File: src/hw/mcs_regs.svh
`ifndef MCS_REGS_SVH
`define MCS_REGS_SVH

// ----------------------------------------------------------------------
// Register offsets (byte addresses, one aligned word each)
// ----------------------------------------------------------------------
`define MCS_OFF_NORMAL_CFG 8'h00
`define MCS_OFF_HIGH_CFG 8'h04
`define MCS_OFF_LOWPWR_CFG 8'h08
`define MCS_OFF_ASYNC_DIV 8'h0C
`define MCS_OFF_PIN_CTRL 8'h10
`define MCS_OFF_STATUS 8'h14
`define MCS_OFF_DMA_CTRL 8'h18
`define MCS_OFF_DMA_COUNT 8'h1C

// ----------------------------------------------------------------------
// Field positions
// ----------------------------------------------------------------------
`define MCS_CFG_SRC_LSB 24
`define MCS_CFG_CORE_LSB 16
`define MCS_CFG_BUS_LSB 4
`define MCS_CFG_FLASH_LSB 0
`define MCS_ASYNC_ONE_LSB 0
`define MCS_ASYNC_TWO_LSB 8
`define MCS_ST_MODE_LSB 0
`define MCS_ST_STOP_ABORT 4
`define MCS_ST_DMA_DONE 5
`define MCS_ST_CFG_ERR 6
`define MCS_ST_FLASH_OK 7
`define MCS_DMA_ENABLE 0
`define MCS_DMA_DISABLE_ON_DONE 1

// ----------------------------------------------------------------------
// Source codes and reset values
// ----------------------------------------------------------------------
`define MCS_SRC_PLL 4'h6
`define MCS_SRC_FAST_OSC 4'h3
`define MCS_RST_HIGH_CFG 16'h6013
`define MCS_RST_NORMAL_CFG 16'h3001
`define MCS_RST_LOWPWR_CFG 16'h3301
`define MCS_RST_ASYNC_ONE 8'h07
`define MCS_RST_ASYNC_TWO 8'h03

// ----------------------------------------------------------------------
// Timing counts
// ----------------------------------------------------------------------
`define MCS_PIN_RATIO 8
`define MCS_PIN_HALF_DIV 4'h3

`endif

File: src/hw/mcs_pkg.sv
package mcs_pkg;

  // Power modes, Gray coded along run -> high speed -> stop -> low power run.
  typedef enum logic [1:0] {
    MCS_MODE_RUN = 2'b00,
    MCS_MODE_HIGH = 2'b01,
    MCS_MODE_STOP = 2'b11,
    MCS_MODE_LOWPWR = 2'b10
  } mcs_mode_t;

  // One clock selection set: source and three dividers.
  typedef struct packed {
    logic [3:0] src;
    logic [3:0] core;
    logic [3:0] bus;
    logic [3:0] flash;
  } mcs_cfg_t;

endpackage

File: src/hw/mcs_tick_div.sv
`timescale 1ns/1ps

// Divides a stream of enable ticks by div_i + 1 and emits a registered tick.
module mcs_tick_div #(
  parameter int WIDTH = 8
) (
  input wire logic clock_i,
  input wire logic srst_i,
  input wire logic tick_i,
  input wire logic [WIDTH-1:0] div_i,
  output logic tick_o
);

  logic [WIDTH-1:0] count_reg;

  initial begin
    if (WIDTH < 1) begin
      $error("mcs_tick_div: WIDTH must be at least 1");
    end
  end

  // ----------------------------------------------------------------------
  // Counter
  // ----------------------------------------------------------------------
  // The >= compare lets a shrinking divider take effect without a long wrap.
  always_ff @(posedge clock_i) begin
    if (srst_i) begin
      count_reg <= '0;
      tick_o <= 1'b0;
    end else begin
      tick_o <= 1'b0;
      if (tick_i) begin
        if (count_reg >= div_i) begin
          count_reg <= '0;
          tick_o <= 1'b1;
        end else begin
          count_reg <= count_reg + 1'b1;
        end
      end
    end
  end

endmodule

File: src/hw/mcs_dma_chan.sv
`timescale 1ns/1ps

// One DMA channel that moves words on peripheral request, clocked off the
// always-on clock so that it keeps working while the core is stopped.
module mcs_dma_chan #(
  parameter int CWIDTH = 16
) (
  input wire logic clock_i,
  input wire logic srst_i,
  input wire logic req_i,
  input wire logic ctrl_wr_i,
  input wire logic enable_i,
  input wire logic count_wr_i,
  input wire logic [CWIDTH-1:0] count_i,
  input wire logic disable_on_done_i,
  output logic enable_o,
  output logic xfer_o,
  output logic done_o,
  output logic [CWIDTH-1:0] remaining_o
);

  logic fire;

  initial begin
    if (CWIDTH < 2) begin
      $error("mcs_dma_chan: CWIDTH must be at least 2");
    end
  end

  // One transfer per request, with a gap so a slow request can drop.
  assign fire = enable_o && req_i && !xfer_o && (remaining_o != '0);

  // ----------------------------------------------------------------------
  // Enable
  // ----------------------------------------------------------------------
  // A software write in the completion cycle wins, so a re-arm is not lost.
  always_ff @(posedge clock_i) begin
    if (srst_i) begin
      enable_o <= 1'b0;
    end else if (ctrl_wr_i) begin
      enable_o <= enable_i;
    end else if (fire && remaining_o == CWIDTH'(1) && disable_on_done_i) begin
      enable_o <= 1'b0;
    end
  end

  // ----------------------------------------------------------------------
  // Count and strobes
  // ----------------------------------------------------------------------
  // No gating by power mode: the channel serves requests in stop too.
  always_ff @(posedge clock_i) begin
    if (srst_i) begin
      remaining_o <= '0;
      xfer_o <= 1'b0;
      done_o <= 1'b0;
    end else begin
      xfer_o <= fire;
      done_o <= fire && remaining_o == CWIDTH'(1);
      if (count_wr_i) begin
        remaining_o <= count_i;
      end else if (fire) begin
        remaining_o <= remaining_o - 1'b1;
      end
    end
  end

endmodule

File: src/hw/mcs_top.sv
// Added by the designer: the register addresses and the plain strobed port.
`timescale 1ns/1ps
`include "mcs_regs.svh"

module mcs_top
  import mcs_pkg::*;
#(
  parameter int DIV_WIDTH = 4,
  parameter int ASYNC_WIDTH = 8,
  parameter int COUNT_WIDTH = 16
) (
  input wire logic clock_i,
  input wire logic srst_i,
  input wire logic [7:0] addr_i,
  input wire logic [31:0] wdata_i,
  input wire logic wr_i,
  input wire logic rd_i,
  output logic [31:0] rdata_o,
  input wire logic pll_tick_i,
  input wire logic fosc_tick_i,
  input wire logic mode_req_valid_i,
  input wire logic [1:0] mode_req_i,
  output logic mode_ack_o,
  output logic mode_nak_o,
  output logic [1:0] active_mode_o,
  output logic core_tick_o,
  output logic bus_tick_o,
  output logic flash_tick_o,
  output logic async_one_tick_o,
  output logic async_two_tick_o,
  output logic clock_output_pin_o,
  output logic flash_op_allow_o,
  input wire logic dma_req_i,
  output logic dma_xfer_o,
  output logic dma_wake_o
);

  // ----------------------------------------------------------------------
  // Elaboration checks
  // ----------------------------------------------------------------------
  initial begin
    if (DIV_WIDTH != 4) begin
      $error("mcs_top: DIV_WIDTH must be 4 to match the field layout");
    end
    if (ASYNC_WIDTH < 1 || ASYNC_WIDTH > 8) begin
      $error("mcs_top: ASYNC_WIDTH must be 1 to 8");
    end
    if (COUNT_WIDTH < 2 || COUNT_WIDTH > 16) begin
      $error("mcs_top: COUNT_WIDTH must be 2 to 16");
    end
  end

  // ----------------------------------------------------------------------
  // Declarations
  // ----------------------------------------------------------------------
  mcs_cfg_t normal_run_clock_config_reg;
  mcs_cfg_t high_speed_run_clock_config_reg;
  mcs_cfg_t low_power_run_clock_config_reg;
  mcs_cfg_t active_cfg_reg;
  mcs_cfg_t target_cfg;
  mcs_mode_t mode_reg;
  mcs_mode_t req_mode;
  logic [ASYNC_WIDTH-1:0] async_one_div_reg;
  logic [ASYNC_WIDTH-1:0] async_two_div_reg;
  logic pin_enable_reg;
  logic stop_abort_reg;
  logic dma_done_flag_reg;
  logic cfg_err_reg;
  logic disable_on_done_reg;
  logic src_tick;
  logic core_div_tick;
  logic bus_div_tick;
  logic flash_div_tick;
  logic pin_half_tick;
  logic dma_enable;
  logic dma_done;
  logic dma_xfer;
  logic [COUNT_WIDTH-1:0] dma_remaining;
  logic wr_normal;
  logic wr_high;
  logic wr_lowpwr;
  logic wr_async;
  logic wr_pin;
  logic wr_status;
  logic wr_dma_ctrl;
  logic wr_dma_count;
  logic mode_accept;
  logic mode_reject;
  logic [31:0] status_word;

  // ----------------------------------------------------------------------
  // Functions
  // ----------------------------------------------------------------------
  // Only two source codes select a running clock; anything else is refused.
  function automatic logic src_valid(input logic [3:0] src);
    src_valid = (src == `MCS_SRC_PLL) || (src == `MCS_SRC_FAST_OSC);
  endfunction

  // Packs a selection set into its register word.
  function automatic logic [31:0] cfg_word(input mcs_cfg_t cfg);
    logic [31:0] w;
    w = 32'h0000_0000;
    w[`MCS_CFG_SRC_LSB +: 4] = cfg.src;
    w[`MCS_CFG_CORE_LSB +: 4] = cfg.core;
    w[`MCS_CFG_BUS_LSB +: 4] = cfg.bus;
    w[`MCS_CFG_FLASH_LSB +: 4] = cfg.flash;
    cfg_word = w;
  endfunction

  // Unpacks a register word into a selection set.
  function automatic mcs_cfg_t word_cfg(input logic [31:0] w);
    mcs_cfg_t c;
    c.src = w[`MCS_CFG_SRC_LSB +: 4];
    c.core = w[`MCS_CFG_CORE_LSB +: 4];
    c.bus = w[`MCS_CFG_BUS_LSB +: 4];
    c.flash = w[`MCS_CFG_FLASH_LSB +: 4];
    word_cfg = c;
  endfunction

  // ----------------------------------------------------------------------
  // Address decode
  // ----------------------------------------------------------------------
  assign wr_normal = wr_i && addr_i == `MCS_OFF_NORMAL_CFG;
  assign wr_high = wr_i && addr_i == `MCS_OFF_HIGH_CFG;
  assign wr_lowpwr = wr_i && addr_i == `MCS_OFF_LOWPWR_CFG;
  assign wr_async = wr_i && addr_i == `MCS_OFF_ASYNC_DIV;
  assign wr_pin = wr_i && addr_i == `MCS_OFF_PIN_CTRL;
  assign wr_status = wr_i && addr_i == `MCS_OFF_STATUS;
  assign wr_dma_ctrl = wr_i && addr_i == `MCS_OFF_DMA_CTRL;
  assign wr_dma_count = wr_i && addr_i == `MCS_OFF_DMA_COUNT;

  // ----------------------------------------------------------------------
  // Selection sets
  // ----------------------------------------------------------------------
  // Each run mode owns its own set; reset values give the documented frequencies.
  always_ff @(posedge clock_i) begin
    if (srst_i) begin
      normal_run_clock_config_reg <= mcs_cfg_t'(`MCS_RST_NORMAL_CFG);
      high_speed_run_clock_config_reg <= mcs_cfg_t'(`MCS_RST_HIGH_CFG);
      low_power_run_clock_config_reg <= mcs_cfg_t'(`MCS_RST_LOWPWR_CFG);
    end else begin
      if (wr_normal) begin
        normal_run_clock_config_reg <= word_cfg(wdata_i);
      end
      if (wr_high) begin
        high_speed_run_clock_config_reg <= word_cfg(wdata_i);
      end
      if (wr_lowpwr) begin
        low_power_run_clock_config_reg <= word_cfg(wdata_i);
      end
    end
  end

  // Asynchronous PLL dividers are software owned; mode changes leave them be.
  always_ff @(posedge clock_i) begin
    if (srst_i) begin
      async_one_div_reg <= ASYNC_WIDTH'(`MCS_RST_ASYNC_ONE);
      async_two_div_reg <= ASYNC_WIDTH'(`MCS_RST_ASYNC_TWO);
      pin_enable_reg <= 1'b0;
    end else begin
      if (wr_async) begin
        async_one_div_reg <= wdata_i[`MCS_ASYNC_ONE_LSB +: ASYNC_WIDTH];
        async_two_div_reg <= wdata_i[`MCS_ASYNC_TWO_LSB +: ASYNC_WIDTH];
      end
      if (wr_pin) begin
        pin_enable_reg <= wdata_i[0];
      end
    end
  end

  // ----------------------------------------------------------------------
  // Mode switching
  // ----------------------------------------------------------------------
  assign req_mode = mcs_mode_t'(mode_req_i);

  // Picks the set that belongs to a mode; stop keeps the current set.
  always_comb begin
    case (req_mode)
      MCS_MODE_RUN: target_cfg = normal_run_clock_config_reg;
      MCS_MODE_HIGH: target_cfg = high_speed_run_clock_config_reg;
      MCS_MODE_LOWPWR: target_cfg = low_power_run_clock_config_reg;
      MCS_MODE_STOP: target_cfg = active_cfg_reg;
      default: target_cfg = active_cfg_reg;
    endcase
  end

  // A set naming a dead source would freeze the core, so it is refused.
  assign mode_accept = mode_req_valid_i && src_valid(target_cfg.src);
  assign mode_reject = mode_req_valid_i && !src_valid(target_cfg.src);

  // Source and all dividers move together so no mixed set is ever seen.
  always_ff @(posedge clock_i) begin
    if (srst_i) begin
      mode_reg <= MCS_MODE_RUN;
      active_cfg_reg <= mcs_cfg_t'(`MCS_RST_NORMAL_CFG);
    end else if (mode_accept) begin
      mode_reg <= req_mode;
      active_cfg_reg <= target_cfg;
    end else if (mode_reg != MCS_MODE_STOP) begin
      case (mode_reg)
        MCS_MODE_RUN: active_cfg_reg <= normal_run_clock_config_reg;
        MCS_MODE_HIGH: active_cfg_reg <= high_speed_run_clock_config_reg;
        MCS_MODE_LOWPWR: active_cfg_reg <= low_power_run_clock_config_reg;
        default: active_cfg_reg <= active_cfg_reg;
      endcase
    end
  end

  // Handshake toward the power mode controller.
  always_ff @(posedge clock_i) begin
    if (srst_i) begin
      mode_ack_o <= 1'b0;
      mode_nak_o <= 1'b0;
    end else begin
      mode_ack_o <= mode_accept;
      mode_nak_o <= mode_reject;
    end
  end

  // ----------------------------------------------------------------------
  // Status flags
  // ----------------------------------------------------------------------
  // Sticky flags clear by writing one; a new event in the same cycle wins.
  always_ff @(posedge clock_i) begin
    if (srst_i) begin
      stop_abort_reg <= 1'b0;
      dma_done_flag_reg <= 1'b0;
      cfg_err_reg <= 1'b0;
    end else begin
      if (mode_accept && req_mode == MCS_MODE_STOP && dma_enable) begin
        stop_abort_reg <= 1'b1;
      end else if (wr_status && wdata_i[`MCS_ST_STOP_ABORT]) begin
        stop_abort_reg <= 1'b0;
      end
      if (dma_done) begin
        dma_done_flag_reg <= 1'b1;
      end else if (wr_status && wdata_i[`MCS_ST_DMA_DONE]) begin
        dma_done_flag_reg <= 1'b0;
      end
      if (mode_reject) begin
        cfg_err_reg <= 1'b1;
      end else if (wr_status && wdata_i[`MCS_ST_CFG_ERR]) begin
        cfg_err_reg <= 1'b0;
      end
    end
  end

  // ----------------------------------------------------------------------
  // Clock chain
  // ----------------------------------------------------------------------
  // Source multiplexer; an unknown code gives no ticks at all.
  always_comb begin
    case (active_cfg_reg.src)
      `MCS_SRC_PLL: src_tick = pll_tick_i;
      `MCS_SRC_FAST_OSC: src_tick = fosc_tick_i;
      default: src_tick = 1'b0;
    endcase
  end

  mcs_tick_div #(.WIDTH(DIV_WIDTH)) u_core_div (
    .clock_i(clock_i),
    .srst_i(srst_i),
    .tick_i(src_tick),
    .div_i(active_cfg_reg.core),
    .tick_o(core_div_tick)
  );

  // Bus and flash count core ticks, so a core divider change reaches them.
  mcs_tick_div #(.WIDTH(DIV_WIDTH)) u_bus_div (
    .clock_i(clock_i),
    .srst_i(srst_i),
    .tick_i(core_div_tick),
    .div_i(active_cfg_reg.bus),
    .tick_o(bus_div_tick)
  );

  mcs_tick_div #(.WIDTH(DIV_WIDTH)) u_flash_div (
    .clock_i(clock_i),
    .srst_i(srst_i),
    .tick_i(core_div_tick),
    .div_i(active_cfg_reg.flash),
    .tick_o(flash_div_tick)
  );

  // The asynchronous outputs run straight off the PLL, whatever the mode.
  mcs_tick_div #(.WIDTH(ASYNC_WIDTH)) u_async_one_div (
    .clock_i(clock_i),
    .srst_i(srst_i),
    .tick_i(pll_tick_i),
    .div_i(async_one_div_reg),
    .tick_o(async_one_tick_o)
  );

  mcs_tick_div #(.WIDTH(ASYNC_WIDTH)) u_async_two_div (
    .clock_i(clock_i),
    .srst_i(srst_i),
    .tick_i(pll_tick_i),
    .div_i(async_two_div_reg),
    .tick_o(async_two_tick_o)
  );

  // Half period of the output pin: four core ticks.
  mcs_tick_div #(.WIDTH(DIV_WIDTH)) u_pin_div (
    .clock_i(clock_i),
    .srst_i(srst_i),
    .tick_i(core_div_tick),
    .div_i(DIV_WIDTH'(`MCS_PIN_HALF_DIV)),
    .tick_o(pin_half_tick)
  );

  // The core tick is gated in stop while bus and flash keep feeding the DMA.
  always_ff @(posedge clock_i) begin
    if (srst_i) begin
      core_tick_o <= 1'b0;
      bus_tick_o <= 1'b0;
      flash_tick_o <= 1'b0;
    end else begin
      core_tick_o <= core_div_tick && mode_reg != MCS_MODE_STOP;
      bus_tick_o <= bus_div_tick;
      flash_tick_o <= flash_div_tick;
    end
  end

  // Pin toggles every four core ticks; held low when disabled to save power.
  always_ff @(posedge clock_i) begin
    if (srst_i) begin
      clock_output_pin_o <= 1'b0;
    end else if (!pin_enable_reg) begin
      clock_output_pin_o <= 1'b0;
    end else if (pin_half_tick) begin
      clock_output_pin_o <= !clock_output_pin_o;
    end
  end

  // ----------------------------------------------------------------------
  // Mode dependent permissions
  // ----------------------------------------------------------------------
  always_ff @(posedge clock_i) begin
    if (srst_i) begin
      flash_op_allow_o <= 1'b0;
      active_mode_o <= 2'b00;
    end else begin
      flash_op_allow_o <= mode_reg == MCS_MODE_RUN;
      active_mode_o <= mode_reg;
    end
  end

  // ----------------------------------------------------------------------
  // DMA channel
  // ----------------------------------------------------------------------
  always_ff @(posedge clock_i) begin
    if (srst_i) begin
      disable_on_done_reg <= 1'b0;
    end else if (wr_dma_ctrl) begin
      disable_on_done_reg <= wdata_i[`MCS_DMA_DISABLE_ON_DONE];
    end
  end

  mcs_dma_chan #(.CWIDTH(COUNT_WIDTH)) u_dma (
    .clock_i(clock_i),
    .srst_i(srst_i),
    .req_i(dma_req_i),
    .ctrl_wr_i(wr_dma_ctrl),
    .enable_i(wdata_i[`MCS_DMA_ENABLE]),
    .count_wr_i(wr_dma_count),
    .count_i(wdata_i[COUNT_WIDTH-1:0]),
    .disable_on_done_i(disable_on_done_reg),
    .enable_o(dma_enable),
    .xfer_o(dma_xfer),
    .done_o(dma_done),
    .remaining_o(dma_remaining)
  );

  // Wake follows the last word write, not the serial shifter going idle.
  always_ff @(posedge clock_i) begin
    if (srst_i) begin
      dma_xfer_o <= 1'b0;
      dma_wake_o <= 1'b0;
    end else begin
      dma_xfer_o <= dma_xfer;
      dma_wake_o <= dma_done;
    end
  end

  // ----------------------------------------------------------------------
  // Read path
  // ----------------------------------------------------------------------
  always_comb begin
    status_word = 32'h0000_0000;
    status_word[`MCS_ST_MODE_LSB +: 2] = mode_reg;
    status_word[`MCS_ST_STOP_ABORT] = stop_abort_reg;
    status_word[`MCS_ST_DMA_DONE] = dma_done_flag_reg;
    status_word[`MCS_ST_CFG_ERR] = cfg_err_reg;
    status_word[`MCS_ST_FLASH_OK] = mode_reg == MCS_MODE_RUN;
  end

  // Data stand in the cycle after the strobe only; unmapped reads give zero.
  always_ff @(posedge clock_i) begin
    if (srst_i) begin
      rdata_o <= 32'h0000_0000;
    end else if (!rd_i) begin
      rdata_o <= 32'h0000_0000;
    end else begin
      case (addr_i)
        `MCS_OFF_NORMAL_CFG: rdata_o <= cfg_word(normal_run_clock_config_reg);
        `MCS_OFF_HIGH_CFG: rdata_o <= cfg_word(high_speed_run_clock_config_reg);
        `MCS_OFF_LOWPWR_CFG: rdata_o <= cfg_word(low_power_run_clock_config_reg);
        `MCS_OFF_ASYNC_DIV: rdata_o <= {16'h0000,
            8'(async_two_div_reg), 8'(async_one_div_reg)};
        `MCS_OFF_PIN_CTRL: rdata_o <= {31'h0000_0000, pin_enable_reg};
        `MCS_OFF_STATUS: rdata_o <= status_word;
        `MCS_OFF_DMA_CTRL: rdata_o <= {30'h0000_0000, disable_on_done_reg, dma_enable};
        `MCS_OFF_DMA_COUNT: rdata_o <= {16'h0000, 16'(dma_remaining)};
        default: rdata_o <= 32'h0000_0000;
      endcase
    end
  end

endmodule

File: config.mk
export PLATFORM = sky130hd
export DESIGN_NAME = mcs_top
export DESIGN_NICKNAME = d
export VERILOG_FILES = /design/src/hw/mcs_pkg.sv /design/src/hw/mcs_tick_div.sv /design/src/hw/mcs_dma_chan.sv /design/src/hw/mcs_top.sv
export VERILOG_INCLUDE_DIRS = /design/src /design/src/hw
export SDC_FILE = /design/constraint.sdc
export NUM_CORES = 1
export LEC_CHECK = 0
export BUFFER_PORTS_ARGS = -buffer_cell sky130_fd_sc_hd__buf_2
export CORE_ASPECT_RATIO = 2
export CORE_UTILIZATION = 55
export CTS_BUF_LIST = sky130_fd_sc_hd__clkbuf_8
export CTS_CLUSTER_SIZE = 16
export DETAILED_ROUTE_END_ITERATION = 8
export GPL_ROUTABILITY_DRIVEN = 0
export GPL_TIMING_DRIVEN = 0
export MAX_ROUTING_LAYER = met4
export PLACE_DENSITY = 0.76
export SYNTH_ARGS = -nofsm -noshare
export SYNTH_HDL_FRONTEND = slang
export SYNTH_SLANG_ARGS = --single-unit
File: constraint.sdc
create_clock -name clock_i -period 3.1 [get_ports clock_i]
set_clock_uncertainty 0.05 [all_clocks]
set_input_delay 0.31 -clock clock_i [delete_from_list [all_inputs] [get_ports clock_i]]
set_output_delay 0.31 -clock clock_i [all_outputs]
set_load 0.02 [all_outputs]
==> After elaboration in Yosys (flattened, before gate mapping) <==
Index checks and enable logic that the tools add are counted.
{ "op_classes": {"multipliers": 0, "magnitude_cmp": 6, "shift": 0, "bitwise": 5, "n_eq_ne": 19, "reduce_logical": 43, "n_mux": 28, "n_addsub": 7, "n_div": 0} }
{ "op_table": {"columns": ["op", "n"], "rows": [
  ["28-bit one-hot mux with 8 select lines", 1],
  ["16-bit 2-to-1 mux", 4],
  ["16-bit one-hot mux with 4 select lines", 1],
  ["16-bit one-hot mux with 3 select lines", 1],
  ["8-bit by 5-bit equality test with 1-bit output (second input constant)", 4],
  ["1-bit logical AND", 21],
  ["4-bit by 1-bit adder with 4-bit output (second input constant)", 4],
  ["8-bit by 1-bit adder with 8-bit output (second input constant)", 2],
  ["16-bit by 1-bit equality test with 1-bit output (second input constant)", 1],
  ["8-bit by 4-bit equality test with 1-bit output (second input constant)", 2],
  ["8-bit >= comparator", 2],
  ["4-bit 2-to-1 mux", 4],
  ["8-bit 2-to-1 mux", 2],
  ["16-bit nonzero test", 1],
  ["16-bit by 1-bit subtractor with 16-bit output (second input constant)", 1],
  ["1-bit 2-to-1 mux", 14],
  ["4-bit >= comparator", 3],
  ["2-bit nonzero test", 6],
  ["2-bit OR reduction", 5],
  ["4-bit by 2-bit equality test with 1-bit output (second input constant)", 2],
  ["4-bit by 3-bit equality test with 1-bit output (second input constant)", 2],
  ["8-bit by 3-bit equality test with 1-bit output (second input constant)", 1],
  ["8-bit logical NOT", 1],
  ["2-bit equality test (second input constant)", 3],
  ["11 further kinds", 20]
]} }
{ "word_totals": {"reg_bits": 187, "input_bits": 50, "elab_cells": 159, "ramBits": 0, "latchBits": 0, "rom_bits": 0, "output_inout_bits": 45, "memories": 0} }

==> Depth between registers and ports, before layout <==
{ "depth": {"ltp_word": 8, "ltp_mapped": 10, "ltp_nobuf": 8} }

==> By module <==
A second synthesis with hierarchy kept.
{ "hier_totals": {"cells_unflattened": 1077, "hier_area_um2": 9574.2} }
{ "modules_own_cells": {"columns": ["mod", "instances", "seq_area_each_um2", "cells_each", "area_per_inst_um2"], "rows": [
  ["mcs_top", 1, 2442.3, 663, 5725.5],
  ["mcs_tick_div (u_bus_div ...)", 4, 100.1, 36, 342.8],
  ["mcs_dma_chan", 1, 380.4, 142, 1256.2],
  ["mcs_tick_div (u_async_one_div ...)", 2, 180.2, 64, 610.6]
]} }

==> Least setup slack after synthesis <==
OpenSTA, ideal clock, no wires.
{ "synth_path": {"path_kind": "input port to flip-flop", "startpoint": "in mode_req_i[0]", "endpoint": "reg active_cfg_reg[13] in the netlist's numbering", "n_path_buf": 3, "cell_stages": 9, "arrival_ns": 1.882, "setup_time_ns": 0.120, "required_time_ns": 2.930, "path_slack_ns": 1.048, "path_cell_list": "buf_6 > mux4_2 > xor2_1 > and2_1 > buf_6 > nand2_4 > buf_8 > nand2_1 > a211o_1"} }
{ "synth_via": {"elab_chain_len": 7, "elab_cells_between_ends": 13, "classes_between": "5 x eq/ne; 2 x mux; 6 x reduce/logical"} }
{ "synth_rtl": {"columns": ["element", "line_no", "text"], "rows": [
  ["from (decl)", "mcs_top.sv:22", "input wire logic [1:0] mode_req_i,"],
  ["2-bit equality test, or another cell as far along", "mcs_top.sv:178", "case (req_mode)"],
  ["16-bit one-hot mux with 4 select lines *", "mcs_top.sv:178", null],
  ["4-bit by 3-bit equality test with 1-bit output (no source line) / 4-bit by 2-bit equality test with 1-bit output (equally long branches)", null, null],
  ["1-bit logical OR", "mcs_top.sv:96", "src_valid = (src == `MCS_SRC_PLL) || (src == `MCS_SRC_FAST_OSC);"],
  ["1-bit logical AND", "mcs_top.sv:188", "assign mode_accept = mode_req_valid_i && src_valid(target_cfg.src);"],
  ["4-bit nonzero test (no source line) / 2-bit nonzero test (equally long branches)", null, null],
  ["2-bit AND reduction (no source line)", null, null],
  ["to (signal assigned)", "mcs_top.sv:195", "active_cfg_reg <= mcs_cfg_t'(`MCS_RST_NORMAL_CFG);"],
  ["to (signal assigned)", "mcs_top.sv:198", "active_cfg_reg <= target_cfg;"],
  ["to (signal assigned)", "mcs_top.sv:201", "MCS_MODE_RUN: active_cfg_reg <= normal_run_clock_config_reg;"],
  ["to (decl)", "mcs_top.sv:59", "mcs_cfg_t active_cfg_reg;"]
]} }
Mark *: on every way between the ends. The rest lies on a longest branch, timed or not.
A chain may end at the register's enable or synchronous reset.

==> Worst setup path in the final report <==
{ "layout_path": {"startpoint": "reg low_power_run_clock_config_reg[14] in the netlist's numbering", "endpoint": "reg active_cfg_reg[7] in the netlist's numbering"} }
{ "layout_via": {"elab_chain_len": 6, "elab_cells_between_ends": 10, "classes_between": "3 x eq/ne; 2 x mux; 5 x reduce/logical"} }
{ "layout_rtl": {"columns": ["element", "line_no", "text"], "rows": [
  ["from (decl)", "mcs_top.sv:58", "mcs_cfg_t low_power_run_clock_config_reg;"],
  ["from (signal assigned)", "mcs_top.sv:140", "low_power_run_clock_config_reg <= mcs_cfg_t'(`MCS_RST_LOWPWR_CFG);"],
  ["from (signal assigned)", "mcs_top.sv:149", "low_power_run_clock_config_reg <= word_cfg(wdata_i);"],
  ["16-bit one-hot mux with 4 select lines *", "mcs_top.sv:178", null],
  ["4-bit by 3-bit equality test with 1-bit output (no source line) / 4-bit by 2-bit equality test with 1-bit output (equally long branches)", null, null],
  ["1-bit logical OR *", "mcs_top.sv:96", null],
  ["1-bit logical AND *", "mcs_top.sv:188", null],
  ["2-bit inequality test (no source line), or another cell as far along", null, null],
  ["3-bit AND reduction (no source line)", null, null]
]} }
Marked as above.

==> tab_implementation.tex <==
\begin{tabular}{lr}
\hline
Metric & Value \\
\hline
\multicolumn{2}{l}{\textbf{Cells and area}} \\
\quad Design Area, Final & between 9000 and 10000 um2 \\
\quad Sequential standard cell area & 3580 um2 \\
\quad Total Nets Final & between 1k and 1.5k \\
\quad Share of post-route cells with drive strength above 1 & a little over an eighth \\
\quad Final Non-Filler Cells & roughly 1.3k \\
\quad Antenna diode instance count & 0 \\
\quad Area growth from synthesis to final layout & 11.9\% \\
\quad Biggest register & rdata\_o \\
\quad Fill cell instance count of the final layout & $\sim$1.4k \\
\quad Number of flip-flops in the largest register & 24 \\
\quad Final core area utilization & roughly 63\% \\
\quad Total area of multi-input combinational cells & roughly 4600 um2 \\
\multicolumn{2}{l}{\textbf{Hold path}} \\
\quad Startpoint of the tightest hold check path & wdata\_i[9] \\
\quad Worst hold stages & 3 \\
\quad Worst-case hold path end point & async\_two\_div\_reg[1] \\
\quad Worst hold path type & in2reg \\
\multicolumn{2}{l}{\textbf{STA}} \\
\quad Count of endpoints failing hold in the final timing report & 0 \\
\quad Setup repair after global routing missed its margin & false \\
\quad Final critical-path share of the clock period & just under 80\% \\
\quad Worst slew margin & between 30\% and 40\% \\
\quad Min Tclk post-route & roughly 2.4 ns \\
\quad Total count of max-transition violations in the final report & 0 \\
\quad Worst hold-check slack & 0.0106 ns \\
\quad Fin Setup TNS & 0 ns \\
\quad Highest achievable clock rate & 0.415 GHz \\
\quad Transition time at the pin with the least slew margin & approximately 0.91 ns \\
\quad Setup violators final & 0 \\
\multicolumn{2}{l}{\textbf{Synth}} \\
\quad Mean post-synth cell area & $\sim$8.5 um2 \\
\quad Post-synthesis instance area & around 8700 um2 \\
\quad Number of flip-flops and latches in the synthesized netlist & around 180 \\
\quad Synth Area in Compound Gates & between 20 and 25\% \\
\quad Multiplexer area fraction after synthesis & under 10\% \\
\quad Number of enable flip-flop cells after synthesis & 0 \\
\quad Simple-gate area share of the yosys netlist & roughly a fifth \\
\quad Number of distinct library cells after synthesis & 62 \\
\quad Mapped Cells & between 1k and 1.5k \\
\quad Count of yosys warnings during synthesis & 0 \\
\quad Xor-xnor portion of the synthesized cell area & roughly 3.8\% \\
\quad Area share of fa/ha/maj cells after synthesis & a little under 6\% \\
\quad Main flop type after synthesis & sky130\_fd\_sc\_hd\_\_dfxtp\_1 \\
\quad Sequential-to-total area share from yosys stat & 41.3\% \\
\quad Yosys top cell area share & about two fifths \\
\quad Post-synthesis cell type with the largest combined area & sky130\_fd\_sc\_hd\_\_dfxtp\_1 \\
\quad Most used standard cells in the synthesized netlist & 179 x sky130\_fd\_sc\_hd\_\_dfxtp\_1, 167 x sky130\_fd\_sc\_hd\_\_nand2\_1, 80 x sky130\_fd\_sc\_hd\_\_a21oi\_1, 80 x sky130\_fd\_sc\_hd\_\_nor2\_1, 46 x sky130\_fd\_sc\_hd\_\_clkbuf\_1 \\
\quad Most frequently used cell type in the post-synthesis netlist & sky130\_fd\_sc\_hd\_\_dfxtp\_1 \\
\quad Asr flop ratio synth & 0\% \\
\quad Cell types occupying the most area after synthesis & sky130\_fd\_sc\_hd\_\_dfxtp\_1 41\%, sky130\_fd\_sc\_hd\_\_nand2\_1 7.2\%, sky130\_fd\_sc\_hd\_\_ha\_1 5.9\% \\
\quad Dominant combinational cell family by area after synthesis & compound AO/OA/AOI/OAI gates \\
\multicolumn{2}{l}{\textbf{Route}} \\
\quad Routed WL per cell & 19.8 um \\
\quad Starting DRT DRC Count & 534 \\
\quad Number of remaining DRC errors & 0 \\
\quad Detailed-route via count & slightly above 8k \\
\quad Detailed-routing iteration count for the pre-antenna-repair pass & 5 \\
\quad DR vias/cell & roughly 6.1 \\
\quad Overall routed net length & $\sim$26000 um \\
\quad Number of routed nets with antenna violations & 0 \\
\multicolumn{2}{l}{\textbf{Floorplanning}} \\
\quad Row cnt & between 60 and 70 \\
\quad Io pins & between 90 and 100 \\
\quad Core region area & around 15000 um2 \\
\quad Die height & approximately 180 um \\
\quad X dimension of the die & between 90 and 100 um \\
\quad Effective utilization at floorplan & 56.4\% \\
\quad Die Area & about 16000 um2 \\
\multicolumn{2}{l}{\textbf{Flow run}} \\
\quad Max\_cap viols & 0 \\
\multicolumn{2}{l}{\textbf{Clocking}} \\
\quad Worst-skew pair later-pin latency & approximately 0.49 ns \\
\quad CTS Buffer Depth & 2 \\
\quad Clock tree from TritonCTS & built \\
\quad Sinks on Clock Net & 179 \\
\quad Setup Buffers After CTS & 0 \\
\quad H-Tree Depth & 4 \\
\quad Num CTS Buffers & 17 \\
\quad Buffer type at the clock tree root & sky130\_fd\_sc\_hd\_\_clkbuf\_8 \\
\quad Post-CTS resize count & 0 \\
\quad \# hold bufs at CTS & 1 \\
\quad Worst-path clk slew & about 0.1 ns \\
\multicolumn{2}{l}{\textbf{Worst setup path}} \\
\quad Critical Path End Type & register \\
\quad Critical path peak fanout & 10 \\
\quad Element type at the critical path start & register \\
\quad Worst path cell trace & mux4\_2 > xor2\_1 > and2\_1 > buf\_6 > buf\_2 > o2111ai\_1 > a221oi\_2 \\
\quad Data arrival time of the critical path & between 2 and 3 ns \\
\quad Startpoint of the most critical register-to-register path & low\_power\_run\_clock\_config\_reg[14] \\
\quad Required time at the worst-slack endpoint & roughly 3.5 ns \\
\quad Worst Setup Path Type & reg2reg \\
\quad Maximum single-stage delay on the critical path & 0.52 ns \\
\quad Worst flop-to-flop path endpoint & active\_cfg\_reg[7] \\
\quad Slack of the worst reg-to-reg path & between 0.6 and 0.7 ns \\
\quad Standard cell with the maximum stage delay on the critical path & sky130\_fd\_sc\_hd\_\_mux4\_2 \\
\quad Depth of the worst register-to-register path & 7 \\
\multicolumn{2}{l}{\textbf{Global routing}} \\
\quad Number of global-route vias before repair & a little over 8k \\
\quad Total global routing overflow & 0 \\
\quad Maximum number of pins on one net before global-route repair & 17 \\
\quad Initial antenna violation count & 0 \\
\quad Gr usage total & about a third \\
\quad Global-route wire length before repair & between 40000 and 50000 um \\
\multicolumn{2}{l}{\textbf{Status}} \\
\quad Run status & complete, no violations \\
\multicolumn{2}{l}{\textbf{Place}} \\
\quad Area of placed instances & 9320 um2 \\
\quad Number of placed cells counting well taps & roughly 1.3k \\
\quad Detailed placement HPWL & just over 20000 um \\
\quad Number of buffers added on ports & between 70 and 80 \\
\multicolumn{2}{l}{\textbf{Power and ir drop}} \\
\quad Peak ir drop on the vdd network & approximately 0.3 mV \\
\quad Power density over the cells & approximately 480 nW/um2 \\
\quad Leak pwr & about 0.0038 uW \\
\hline
\end{tabular}
[metal layers]
| layer | track usage [%] | vias up | part of all wire (%) |
|---|---|---|---|
| met3 | 6.56 | 157 | 5.6 |
| met4 | 30.9 | 0 | 9.3 |
| li1 | - | 3787 | - |
| met1 | 29.7 | 3745 | 32 |
| met2 | 59.6 | 385 | 53 |
| met5 | - | - | 0 |
[critical path: cells and delay by family, from the launching register on]
| kind | cells | cell delay (ns) |
|---|---|---|
| muxes | 1 | 0.52 |
| AOI/OAI and AO/OA | 2 | 0.45 |
| DFF | 1 | 0.39 |
| buffers and inverters | 2 | 0.37 |
| xor gates and xnor gates | 1 | 0.34 |
| and+or+nand+nor | 1 | 0.20 |
[power breakdown]
part | switching, uW | leakage [uW] | internal, uW
logic | 423 | 0.00212 | 254
registers | 46.1 | 0.00145 | 2360
clock network | 904 | 0.000196 | 667
[cells in the final DEF (no fill, tap or decap), types with 30 or more instances in the layout]
| master | synthesis | routed |
|---|---|---|
| sky130_fd_sc_hd__dfxtp_1 | 179 | 179 |
| sky130_fd_sc_hd__a21oi_1 | 80 | 80 |
| sky130_fd_sc_hd__buf_2 | 7 | 81 |
| sky130_fd_sc_hd__ha_1 | 41 | 41 |
| sky130_fd_sc_hd__a211oi_1 | 38 | 38 |
| sky130_fd_sc_hd__a22oi_1 | 40 | 40 |
| sky130_fd_sc_hd__nor2_1 | 80 | 80 |
| sky130_fd_sc_hd__inv_1 | 40 | 41 |
| sky130_fd_sc_hd__nand3_1 | 30 | 30 |
| sky130_fd_sc_hd__clkbuf_1 | 46 | 46 |
| sky130_fd_sc_hd__nand2_1 | 167 | 167 |
[how the worst max path moves through the flow]
stage                                       startpoint                               to  slack, ns  depth (start not counted)
floorplan                                mode_req_i[0]               active_cfg_reg[13]       1.05                          9
global placement                             addr_i[3]  normal_run_clock_config_reg[13]       0.41                          8
detailed placement                           addr_i[3]  normal_run_clock_config_reg[14]       0.34                          8
CTS                                        mode_reg[0]               active_cfg_reg[10]       0.75                          8
global route                               mode_reg[0]                active_cfg_reg[3]       0.53                          8
finish              low_power_run_clock_config_reg[14]                active_cfg_reg[7]       0.69                          7
[cell type report]
class                   instances  area share, %
clock inverters                14           1.34
clock buffers                  18           2.55
flip-flops and latches        179           36.9
well taps                     198           2.55
inverters                      40           1.55
plain buffers                  73           3.61
repair buffers                 75           3.92
multi-input cells             735           47.6
[cells by family after synthesis]
kind of cell | Yosys count
compound gates | 256
xor+xnor | 38
fa+ha+maj | 41
buf+inv | 113
flops | 179
mux | 19
other cells | 1
simple gates | 373
[metrics by stage]
step	setup WS, ns	power [uW]
floorplan	1.05	2920
global placement	0.412	3110
detailed placement	0.342	3130
CTS	0.746	4660
global route	0.533	4810
finish	0.689	4660
Note: power is estimated with default switching activity, not from simulation.
